==> src/rcf_defs.svh <==
// reset-cause flag register: offsets, bit positions, reset values
// assumes byte addresses on a 32-bit apb; included by bare name
`ifndef RCF_DEFS_SVH
`define RCF_DEFS_SVH

// register byte offsets
`define RCF_OFS_FLAGS 12'h000
`define RCF_OFS_EVT_STATUS 12'h004
`define RCF_OFS_EVT_MASK 12'h008

// flag bit positions
`define RCF_BIT_INTERRUPT_PRIORITY_ENABLE 7
`define RCF_BIT_SOFT 4
`define RCF_BIT_DOG 3
`define RCF_BIT_SLEEP 2
`define RCF_BIT_POR 1
`define RCF_BIT_BOR 0

// writable flag bits and power-on value without the brown-out bit
`define RCF_FLAGS_WMASK 8'h9F
`define RCF_FLAGS_POR_VAL 8'h1C

// event status bits, one per event source
`define RCF_NUM_EVENTS 5
`define RCF_EVT_RESET_VAL 5'h00

`endif

==> src/rcf_pkg.sv <==
// types shared by the reset-cause flag register
// assumes rcf_defs.svh carries the numeric constants
package rcf_pkg;
   // device events that steer the flags, each a one-cycle pulse
   typedef struct packed {
      logic soft_reset;          // reset instruction executed
      logic dog_expiry;          // watchdog_timer time-out reset
      logic sleep_instr;         // sleep instruction executed
      logic watchdog_clear_instr; // watchdog clear executed
      logic brownout;            // brown-out reset
   } rcf_event_t;

   // apb slave phase
   typedef enum logic [1:0] {
      RCF_IDLE = 2'b01,
      RCF_ANSWER = 2'b10
   } rcf_phase_t;
endpackage

==> src/rcf_evt_irq.sv <==
// sticky event status with write-one-to-clear, mask and irq level
// assumes set pulses and bus strobes synchronous to i_clock
`timescale 1ns/1ps
`include "rcf_defs.svh"
module rcf_evt_irq #(
   parameter int N = `RCF_NUM_EVENTS
) (
   input wire logic i_clock,
   input wire logic i_rst,
   input wire logic [N-1:0] i_set,
   input wire logic i_clr_we,
   input wire logic [N-1:0] i_clr_bits,
   input wire logic i_mask_we,
   input wire logic [N-1:0] i_mask_wdata,
   output logic [N-1:0] o_status,
   output logic [N-1:0] o_mask,
   output logic o_irq
);
   logic [N-1:0] status_reg, status_next;
   logic [N-1:0] mask_reg, mask_next;
   logic irq_reg, irq_next;

   // per bit: a set in the clearing cycle wins over the clear
   genvar g;
   for (g = 0; g < N; g++) begin : g_bit
      always_comb begin
         status_next[g] = status_reg[g];
         if (i_clr_we && i_clr_bits[g]) status_next[g] = 1'b0;
         if (i_set[g]) status_next[g] = 1'b1;
      end
   end

   // next mask from a write, irq level from the next status and next mask
   always_comb begin
      mask_next = i_mask_we ? i_mask_wdata : mask_reg;
      irq_next = |(status_next & mask_next);
   end

   always_ff @(posedge i_clock) begin
      if (i_rst) begin
         status_reg <= N'(`RCF_EVT_RESET_VAL);
         mask_reg <= N'(`RCF_EVT_RESET_VAL);
         irq_reg <= 1'b0;
      end else begin
         status_reg <= status_next;
         mask_reg <= mask_next;
         irq_reg <= irq_next;
      end
   end

   assign o_status = status_reg;
   assign o_mask = mask_reg;
   assign o_irq = irq_reg;
endmodule // rcf_evt_irq

==> src/rcf_regs.sv <==
// reset-cause flag register with apb slave and event interrupt
// assumes i_rst is the power-on reset; other reset causes arrive
// as one-cycle event pulses while this block keeps running
`timescale 1ns/1ps
`include "rcf_defs.svh"
module rcf_regs (
   input wire logic i_clock,
   input wire logic i_rst,
   input wire logic i_psel,
   input wire logic i_penable,
   input wire logic i_pwrite,
   input wire logic [11:0] i_paddr,
   input wire logic [31:0] i_pwdata,
   input wire rcf_pkg::rcf_event_t i_event,
   input wire logic i_brownout_enable_fuse,
   output logic [31:0] o_prdata,
   output logic o_pready,
   output logic o_pslverr,
   output logic o_interrupt_priority_enable,
   output logic o_irq
);
   import rcf_pkg::*;

   localparam int NEV = `RCF_NUM_EVENTS;

   rcf_phase_t phase_reg, phase_next;
   logic [31:0] prdata_reg, prdata_next;
   logic pready_reg, pready_next;
   logic pslverr_reg, pslverr_next;
   logic [7:0] flags_reg, flags_next;
   logic [NEV-1:0] evt_status, evt_mask, evt_set;
   logic acc, commit, hit_flags, hit_status, hit_mask, mapped;
   logic wr_flags, wr_status, wr_mask, any_reset_evt;
   logic irq_w;

   // address decode and the commit edge of an access
   always_comb begin
      acc = i_psel && i_penable;
      commit = acc && pready_reg;
      hit_flags = (i_paddr == `RCF_OFS_FLAGS);
      hit_status = (i_paddr == `RCF_OFS_EVT_STATUS);
      hit_mask = (i_paddr == `RCF_OFS_EVT_MASK);
      mapped = hit_flags || hit_status || hit_mask;
      wr_flags = commit && i_pwrite && hit_flags;
      wr_status = commit && i_pwrite && hit_status;
      wr_mask = commit && i_pwrite && hit_mask;
   end

   // apb phase: one wait cycle, then pready with data and error
   always_comb begin
      phase_next = phase_reg;
      pready_next = 1'b0;
      pslverr_next = 1'b0;
      prdata_next = 32'h00000000;
      unique case (phase_reg)
         RCF_IDLE: begin
            if (acc) begin
               phase_next = RCF_ANSWER;
               pready_next = 1'b1;
               pslverr_next = !mapped;
               if (!i_pwrite) begin
                  if (hit_flags) begin
                     // unimplemented bits read zero
                     prdata_next = {24'h000000,
                        flags_reg & `RCF_FLAGS_WMASK};
                  end else if (hit_status) begin
                     prdata_next = {{(32 - NEV){1'b0}}, evt_status};
                  end else if (hit_mask) begin
                     prdata_next = {{(32 - NEV){1'b0}}, evt_mask};
                  end
               end
            end
         end
         RCF_ANSWER: begin
            phase_next = RCF_IDLE;
         end
      endcase
   end

   always_ff @(posedge i_clock) begin
      if (i_rst) begin
         phase_reg <= RCF_IDLE;
         pready_reg <= 1'b0;
         pslverr_reg <= 1'b0;
         prdata_reg <= 32'h00000000;
      end else begin
         phase_reg <= phase_next;
         pready_reg <= pready_next;
         pslverr_reg <= pslverr_next;
         prdata_reg <= prdata_next;
      end
   end

   // flag update: software write first, hardware events override
   always_comb begin
      any_reset_evt = i_event.soft_reset || i_event.dog_expiry ||
         i_event.brownout;
      flags_next = flags_reg;
      if (wr_flags) begin
         flags_next = i_pwdata[7:0] & `RCF_FLAGS_WMASK;
      end
      if (i_event.watchdog_clear_instr) begin
         flags_next[`RCF_BIT_DOG] = 1'b1;
         flags_next[`RCF_BIT_SLEEP] = 1'b1;
      end
      if (i_event.sleep_instr) begin
         flags_next[`RCF_BIT_DOG] = 1'b1;
         flags_next[`RCF_BIT_SLEEP] = 1'b0;
      end
      if (i_event.dog_expiry) begin
         flags_next[`RCF_BIT_DOG] = 1'b0;
      end
      if (i_event.soft_reset) begin
         flags_next[`RCF_BIT_SOFT] = 1'b0;
      end
      if (i_event.brownout) begin
         flags_next[`RCF_BIT_BOR] = 1'b0;
      end
      // device resets drop back to legacy interrupt mode
      if (any_reset_evt) begin
         flags_next[`RCF_BIT_INTERRUPT_PRIORITY_ENABLE] = 1'b0;
      end
   end

   // power-on: fixed pattern, brown-out bit from the fuse
   always_ff @(posedge i_clock) begin
      if (i_rst) begin
         flags_reg <= `RCF_FLAGS_POR_VAL;
         flags_reg[`RCF_BIT_BOR] <= i_brownout_enable_fuse;
      end else begin
         flags_reg <= flags_next;
      end
   end

   // event sources in status bit order
   assign evt_set = {i_event.soft_reset, i_event.dog_expiry,
      i_event.sleep_instr, i_event.watchdog_clear_instr,
      i_event.brownout};

   // sticky event status, mask and interrupt level
   rcf_evt_irq #(
      .N(NEV)
   ) u_evt (
      .i_clock(i_clock),
      .i_rst(i_rst),
      .i_set(evt_set),
      .i_clr_we(wr_status),
      .i_clr_bits(i_pwdata[NEV-1:0]),
      .i_mask_we(wr_mask),
      .i_mask_wdata(i_pwdata[NEV-1:0]),
      .o_status(evt_status),
      .o_mask(evt_mask),
      .o_irq(irq_w)
   );

   // outputs straight from flops
   assign o_prdata = prdata_reg;
   assign o_pready = pready_reg;
   assign o_pslverr = pslverr_reg;
   assign o_interrupt_priority_enable = flags_reg[`RCF_BIT_INTERRUPT_PRIORITY_ENABLE];
   assign o_irq = irq_w;

   // helper: reset seen in the previous cycle
   logic rst_d_reg;
   always_ff @(posedge i_clock) begin
      rst_d_reg <= i_rst;
   end
endmodule // rcf_regs

==> config.mk <==
export PLATFORM = sky130hd
export DESIGN_NAME = rcf_regs
export DESIGN_NICKNAME = d
export VERILOG_FILES = /design/src/rcf_pkg.sv /design/src/rcf_evt_irq.sv /design/src/rcf_regs.sv
export VERILOG_INCLUDE_DIRS = /design/src
export SDC_FILE = /design/constraint.sdc
export NUM_CORES = 1
export LEC_CHECK = 0
export BUFFER_PORTS_ARGS = -buffer_cell sky130_fd_sc_hd__buf_2
export CORE_MARGIN = 1.5
export CORE_UTILIZATION = 31
export DETAILED_ROUTE_END_ITERATION = 7
export PLACE_DENSITY = 0.58
export SLEW_MARGIN = 5
export SYNTH_ARGS = -nofsm -noshare
export SYNTH_HDL_FRONTEND = slang
export SYNTH_SLANG_ARGS = --single-unit
==> constraint.sdc <==
create_clock -name i_clock -period 3.7 [get_ports i_clock]
set_input_delay 0.925 -clock i_clock [delete_from_list [all_inputs] [get_ports i_clock]]
set_output_delay 0.925 -clock i_clock [all_outputs]
set_load 0.005 [all_outputs]
After elaboration in Yosys (flattened, before gate mapping)
Index checks and enable logic that the tools add are counted.
{"block": "word_totals", "register_bits": 53, "latchBits": 0, "ram_bits": 0, "mem_bits_ro": 0, "in_bits": 55, "output_inout_bits": 36, "wordCells": 73, "mem_count": 0}
{"block": "op_classes", "add_sub_neg": 0, "multipliers": 0, "div_mod_pow": 0, "order_cmp": 0, "n_eq_ne": 5, "n_shift": 0, "muxes": 24, "bitwise_logic": 3, "reduce_logical": 27}
{"operator": "5-bit two-way mux", "count": 4}
{"operator": "1-bit two-way mux", "count": 15}
{"operator": "12-bit by 3-bit == test with 1-bit output, second input constant", "count": 1}
{"operator": "12-bit by 4-bit == test with 1-bit output, second input constant", "count": 1}
{"operator": "12-bit logical NOT", "count": 1}
{"operator": "1-bit logical AND", "count": 11}
{"operator": "8-bit two-way mux", "count": 1}
{"operator": "2-bit two-way mux", "count": 3}
{"operator": "3-bit nonzero test", "count": 2}
{"operator": "6-bit OR reduction", "count": 1}
{"operator": "5-bit bitwise AND", "count": 1}
{"operator": "5-bit OR reduction", "count": 1}
{"operator": "1-bit logical OR", "count": 4}
{"operator": "2-bit one-hot mux with 2 select lines", "count": 1}
{"operator": "4-bit nonzero test", "count": 1}
{"operator": "2-bit OR reduction", "count": 2}
{"operator": "4-bit OR reduction", "count": 1}
{"operator": "3-bit OR reduction", "count": 1}
{"operator": "2-bit by 1-bit == test with 1-bit output, second input constant", "count": 1}
{"operator": "2-bit == test, second input constant", "count": 1}
{"operator": "2-bit inequality test, second input constant", "count": 1}
{"operator": "1-bit inverter", "count": 2}
{"operator": "2-bit nonzero test", "count": 1}
{"operator": "1-bit logical NOT", "count": 1}

Logic depth before layout (Yosys ltp)
Gate-level depths: netlist of the first run.
{"block": "depth", "depth_word": 9, "ltp_mapped": 6, "mapped_depth_nobuf": 5}

Hierarchy
From an unflattened synthesis of the first run, not the netlist that was laid out.
{"block": "hier_totals", "cells_unflattened": 155, "hier_area_um2": 1388.8}
{"mod": "rcf_regs", "n_inst": 1, "cells_each": 112, "area_per_inst_um2": 985.9, "seq_area_each_um2": 330.3}
{"mod": "rcf_evt_irq", "n_inst": 1, "cells_each": 43, "area_per_inst_um2": 402.9, "seq_area_each_um2": 220.2}

Worst setup path before layout of the first run
No wires, ideal clock.
{"block": "synth_path", "kind": "input port to flip-flop", "from": "input port i_paddr[9]", "to": "register u_evt.irq_reg (netlist: u_evt.o_irq)", "setup_time_ps": 81, "t_arrival_ps": 2265, "required_time_ps": 3619, "setup_slack_ps": 1355, "stages": 5, "path_buffers": 0, "path_cell_list": "nor4_4 -> nand4_4 -> mux2i_1 -> o32a_1 -> a41oi_1"}
{"block": "synth_via", "elab_chain_len": 7, "elab_cells_between_ends": 22, "classes_between": "eq/ne: 2; mux: 11; bitwise: 1; reduce/logical: 8"}
{"item": "from (decl)", "line": "rcf_regs.sv:12", "text": "input wire logic [11:0] i_paddr,"}
{"item": "12-bit by 3-bit == test with 1-bit output (no line)"}
{"item": "1-bit logical AND", "line": "rcf_regs.sv:45", "text": "wr_status = commit && i_pwrite && hit_status;"}
{"item": "1-bit logical AND", "line": "rcf_evt_irq.sv:28", "text": "if (i_clr_we && i_clr_bits[g]) status_next[g] = 1'b0;"}
{"item": "1-bit two-way mux", "line": "rcf_evt_irq.sv:28"}
{"item": "1-bit two-way mux", "line": "rcf_evt_irq.sv:29", "text": "if (i_set[g]) status_next[g] = 1'b1;"}
{"item": "5-bit bitwise AND *", "line": "rcf_evt_irq.sv:36", "text": "irq_next = |(status_next & mask_next);"}
{"item": "5-bit OR reduction *", "line": "rcf_evt_irq.sv:36"}
{"item": "to (signal assigned)", "line": "rcf_evt_irq.sv:47", "text": "irq_reg <= irq_next;"}
{"item": "to (decl)", "line": "rcf_evt_irq.sv:21", "text": "logic irq_reg, irq_next;"}
Mark *: on every way between the ends. The rest lies on a longest branch, timed or not.
A chain may end at the register's enable or synchronous reset.

Final worst setup path of the first run
Same ends and word-level chain as after synthesis.

==> flow_summary.toml, run 1 <==
[status]
status = "complete, no violations"

[global_route]
grtUsageMet3 = 0.0404
busiest_layer = "met2"
grt_use_met1 = 0.142
grt_max_degree = 21
grt_pass1_vias = 1002
gr-usage-all-layers = 0.119
grtUsageMet2 = 0.198
antenna_found_initial = 0
grt-ovfl-total = 0
grt_pass1_wl_microns = 4630

[yosys]
synth_seq_area_share = 0.391
synth_area_sq_um = 1410
synth_ff_type = "dfxtp_1"
synth-seq-cells = 27
syn_avg_cell_area_sq_um = 9.92
synth_edf_count = 1
yosys_warnings = 0
async_flop_share = 0
synth_cell_types = 39
synthCells = 142

[route]
drt_iter0_markers = 46
ant_nets = 0
first_pass_iters = 4
num_vias = 1076
drt-total-wl_microns = 2840
wire_per_inst_microns = 12.3
avgViaCountPerCell = 4.66
drc = 0

[finish]
drive_above_1_share = 0.313
diodes = 0
area_growth_pct = 12.9
fin_nets = 235
fin_cells = 231

[sta]
drv_slew = 0
period_minus_slack_ns = 2.40
fin_ws_ns = 1.30
tns_ns = 0
clock.fmax_mhz = 416
hold_viol = 0
finalSetupViolations = 0
worst-slew-pin-transition_ns = 0.548
fin_worst_skew_ns = 0.00617
finalCritPeriodShare = 0.649
maxSlewHeadroom = 0.632
rsz0062_at_grt = "false"

[cts]
cts_resized = 0
cts_tree = "built"
clockBufferDepth = 2
clock_latency_ns = 0.27
cts_root_buf = "clkbuf_8"
htree_levels = 1
cts.sinks = 27
hold_buffers = 0
cts_setup_buffers = 0
path_clk_slew_ns = 0.09
cts_buffers = 3

[power_and_ir_drop]
p_leak_nw = 0.774
p_seq_frac = 0.577
power_density_nw_per_um2 = 335
finalPower_mw = 0.533
p_sw_frac = 0.243
pwr-share-comb = 0.113
p_clk_frac = 0.311
internal-power_mw = 0.403
ir_worst_vdd_mv = 0.153
power_switching_mw = 0.130

[setup_path]
crit_fanout = 8
cp.arrival_ns = 2.59
cp-end-kind = "register"
worst_setup_path_start_kind = "input port"
required_ns = 3.89
criticalPathCategory = "input port to register"

[die]
initial_core_util = 0.324
std_cell_rows = 24
core_sq_um = 4350
die_w_microns = 70.4
io_pins = 91
die_area_sq_um = 4960
die_h_microns = 70.4

[place]
dp.cells = 227
gp_congestion = 0.805
dpl_worst_slack_ns = 0.994
portBuffers = 38
dpl.hpwl_microns = 2220

[run]
cap_violations = 0

[hold_path]
min_path_type = "register to register"
critical path, stage by stage:
cell,delay (ns)
buf_2,0.11
nor4_4,0.54
nand4_4,0.27
mux2i_1,0.20
o32a_1,0.36
a41oi_1,0.18
power groups by stage:
| stage | clock network (mW) | registers (mW) | logic, mW |
|---|---|---|---|
| floorplan | 0 | 0.313 | 0.0509 |
| CTS | 0.171 | 0.307 | 0.0603 |
| global placement | 0 | 0.314 | 0.0597 |
| finish | 0.166 | 0.307 | 0.0600 |
| global route | 0.187 | 0.309 | 0.0680 |
| detailed placement | 0 | 0.314 | 0.0602 |
path summary, 6_finish.rpt:
check,cells past startpoint,from,to,slack (ns)
worst max-delay path,6,i_paddr[9],u_evt.o_irq,1.30
worst min-delay path,2,flags_reg[1],flags_reg[1],0.47
worst max register to register,5,o_pready,u_evt.o_irq,2.03
worst min register to register,2,flags_reg[1],flags_reg[1],0.47
synthesized netlist by cell type, drive strengths merged (4+ instances only):
cell	instances	share of area
dfxtp	26	0.37
nand2	5	0.013
mux2i	7	0.050
nor2	20	0.053
buf	26	0.14
clkbuf	4	0.013
o21bai	6	0.032
a222oi	5	0.036
cells by family after synthesis:
| logic type | share of synthesized area |
|---|---|
| other | 0.00266 |
| buffers and inverters | 0.160 |
| AND/OR/NAND/NOR | 0.252 |
| multiplexers | 0.0684 |
| AO/OA/AOI/OAI | 0.126 |
| flip-flops | 0.391 |
per-stage QoR:
step                hold slack (ns)  instance area, sq um  utilization
floorplan                     0.436                  1500            -
global placement              0.451                  1540        0.355
detailed placement            0.453                  1540        0.355
CTS                           0.467                  1590        0.365
global route                  0.478                  1590        0.365
finish                        0.467                  1590        0.365
area by class of cell:
cell class / count / area [sq um]
clock buffers: 3 / 41.3
clock inverters: 1 / 5.00
fillers: 468 / 2760
inverters: 3 / 11.3
multi-input cells: 107 / 727
flip-flops and latches: 27 / 551
well taps: 52 / 65.1
repair buffers: 38 / 190
layout by cell type, fill, tap and decap left out, types with 3 or more instances in the layout:
cell type,instances
nand2_1,5
a21boi_0,3
conb_1,26
nor2_1,20
inv_1,3
clkbuf_8,3
a222oi_1,5
buf_2,38
mux2i_1,7
dfxtp_1,26
and3_2,3
o21bai_1,6
per-layer routing:
layer	routed length, microns	vias up
li1	-	531
met1	1180	502
met2	1380	41
met3	257	2
met4	18	0
met5	0	-
(Power assumes the default switching activity.)
==> run 2, diff against run 1 <==
==> constraint.sdc (replaced) <==
create_clock -name i_clock -period 2.5 [get_ports i_clock]
set_input_delay 0.625 -clock i_clock [delete_from_list [all_inputs] [get_ports i_clock]]
set_output_delay 0.625 -clock i_clock [all_outputs]
set_load 0.005 [all_outputs]
==> flow_summary.toml, run 2 (synthesis results as in run 1) <==
[status]
status = "complete, no violations"

[power_and_ir_drop]
p_leak_nw = 0.785
ir_worst_vdd_mv = 0.218
power_density_nw_per_um2 = 498

[finish]
fin_nets = 237
final_cell_mix = "buf_2 (38), conb_1 (26), dfxtp_1 (26)"
area_growth_pct = 14.0
fillers = 475
drive_above_1_share = 0.320
mostFrequentLayoutCell = "buf_2"
final_area_sq_um = 1610
diodes = 0
fin_util = 0.369

[cts]
clockBufferDepth = 2
clock_latency_ns = 0.27
cts.sinks = 27
cts_resized = 0
path_clk_slew_ns = 0.10
hold_buffers = 0
cts_buffers = 3
htree_levels = 1
cts_root_buf = "clkbuf_8"
cts_tree = "built"
cts_setup_buffers = 0

[sta]
finalSetupViolations = 0
holdWs_ns = 0.466
tns_ns = 0
period_minus_slack_ns = 1.87
hold_viol = 0
finalCritPeriodShare = 0.749
rsz0062_at_grt = "false"
clock.fmax_mhz = 534
drv_slew = 0
fin_worst_skew_ns = 0.0118

[route]
drt-total-wl_microns = 2870
drc = 0
avgViaCountPerCell = 4.62
drt_iter0_markers = 79
ant_nets = 0
wire_per_inst_microns = 12.3
num_vias = 1077
first_pass_iters = 5

[die]
initial_core_util = 0.324
die_area_sq_um = 4960
die_h_microns = 70.4
die_w_microns = 70.4
io_pins = 91
core_sq_um = 4350
std_cell_rows = 24

[setup_path]
cp.arrival_ns = 2.07
reg2reg_from = "o_pready"
cp-end-kind = "register"
critPathLaunch = "i_paddr[1]"
r2r_end = "u_evt.o_irq"
r2r_slack_ns = 0.83
endpoint = "u_evt.o_irq"
r2r_cells = 5
criticalPathCategory = "input port to register"
worst_setup_path_start_kind = "input port"
required_ns = 2.70
crit_fanout = 5

[place]
postPlaceCellArea_sq_um = 1560
gp_congestion = 0.841
dpl.hpwl_microns = 2220
portBuffers = 38

[global_route]
grt-ovfl-total = 0
grt_pass1_wl_microns = 4480
gr-usage-all-layers = 0.113
grt_max_degree = 21
antenna_found_initial = 0
grt_pass1_vias = 946

[hold_path]
min_path_type = "register to register"

[run]
cap_violations = 0
-- run 2: cell types whose count changed in the layout (fill, tap and decap cells not counted) --
cell | before | now
inv_4 | 0 | 1
buf_4 | 0 | 2
clkinv_2 | 1 | 0
-- run 2: layout make-up --
class	instances	area (sq um)	share of cell area
multi-input cells	107	727	0.452
well taps	52	65.1	0.0405
inverters	3	11.3	0.00701
flip-flops and latches	27	551	0.343
repair buffers	40	205	0.128
clock buffers	3	41.3	0.0257
clock inverters	1	6.26	0.00389
-- run 2: power by group --
group          internal [mW]  total, mW  switching, mW
Sequential             0.448      0.455        0.00648
Combinational         0.0379     0.0902         0.0523
Clock                  0.114      0.254          0.140
-- run 2: per-layer routing --
| metal | GRT usage | vias to the layer above | part of all wire |
|---|---|---|---|
| li1 | - | 537 | - |
| met1 | 0.152 | 490 | 0.43 |
| met2 | 0.179 | 48 | 0.48 |
| met3 | 0.0289 | 2 | 0.083 |
| met4 | 0.0278 | 0 | 0.0052 |
| met5 | 0 | - | 0 |
-- run 2: per-stage QoR --
step           setup WS [ns]  power, mW  instances
2_1_floorplan          0.455      0.539        167
3_3_place_gp           0.321      0.554        229
3_5_place_dp           0.307      0.555        229
4_1_cts                0.609      0.807        233
5_1_grt                0.446      0.842        233
6_report               0.627      0.799        233
-- run 2: worst min path at each step --
stage	slack, ns	cells past startpoint	from	end
2_1_floorplan	0.44	2	flags_reg[1]	flags_reg[1]
3_3_place_gp	0.45	2	flags_reg[1]	flags_reg[1]
3_5_place_dp	0.45	2	flags_reg[1]	flags_reg[1]
4_1_cts	0.46	2	flags_reg[1]	flags_reg[1]
5_1_grt	0.49	2	flags_reg[1]	flags_reg[1]
6_report	0.47	2	flags_reg[1]	flags_reg[1]
-- run 2: worst max-delay path, cell delays in order --
cell and delay (ns):
buf_2 0.13, nor4b_4 0.35, nand4_4 0.22, mux2i_1 0.19, o32a_1 0.36, a41oi_1 0.20
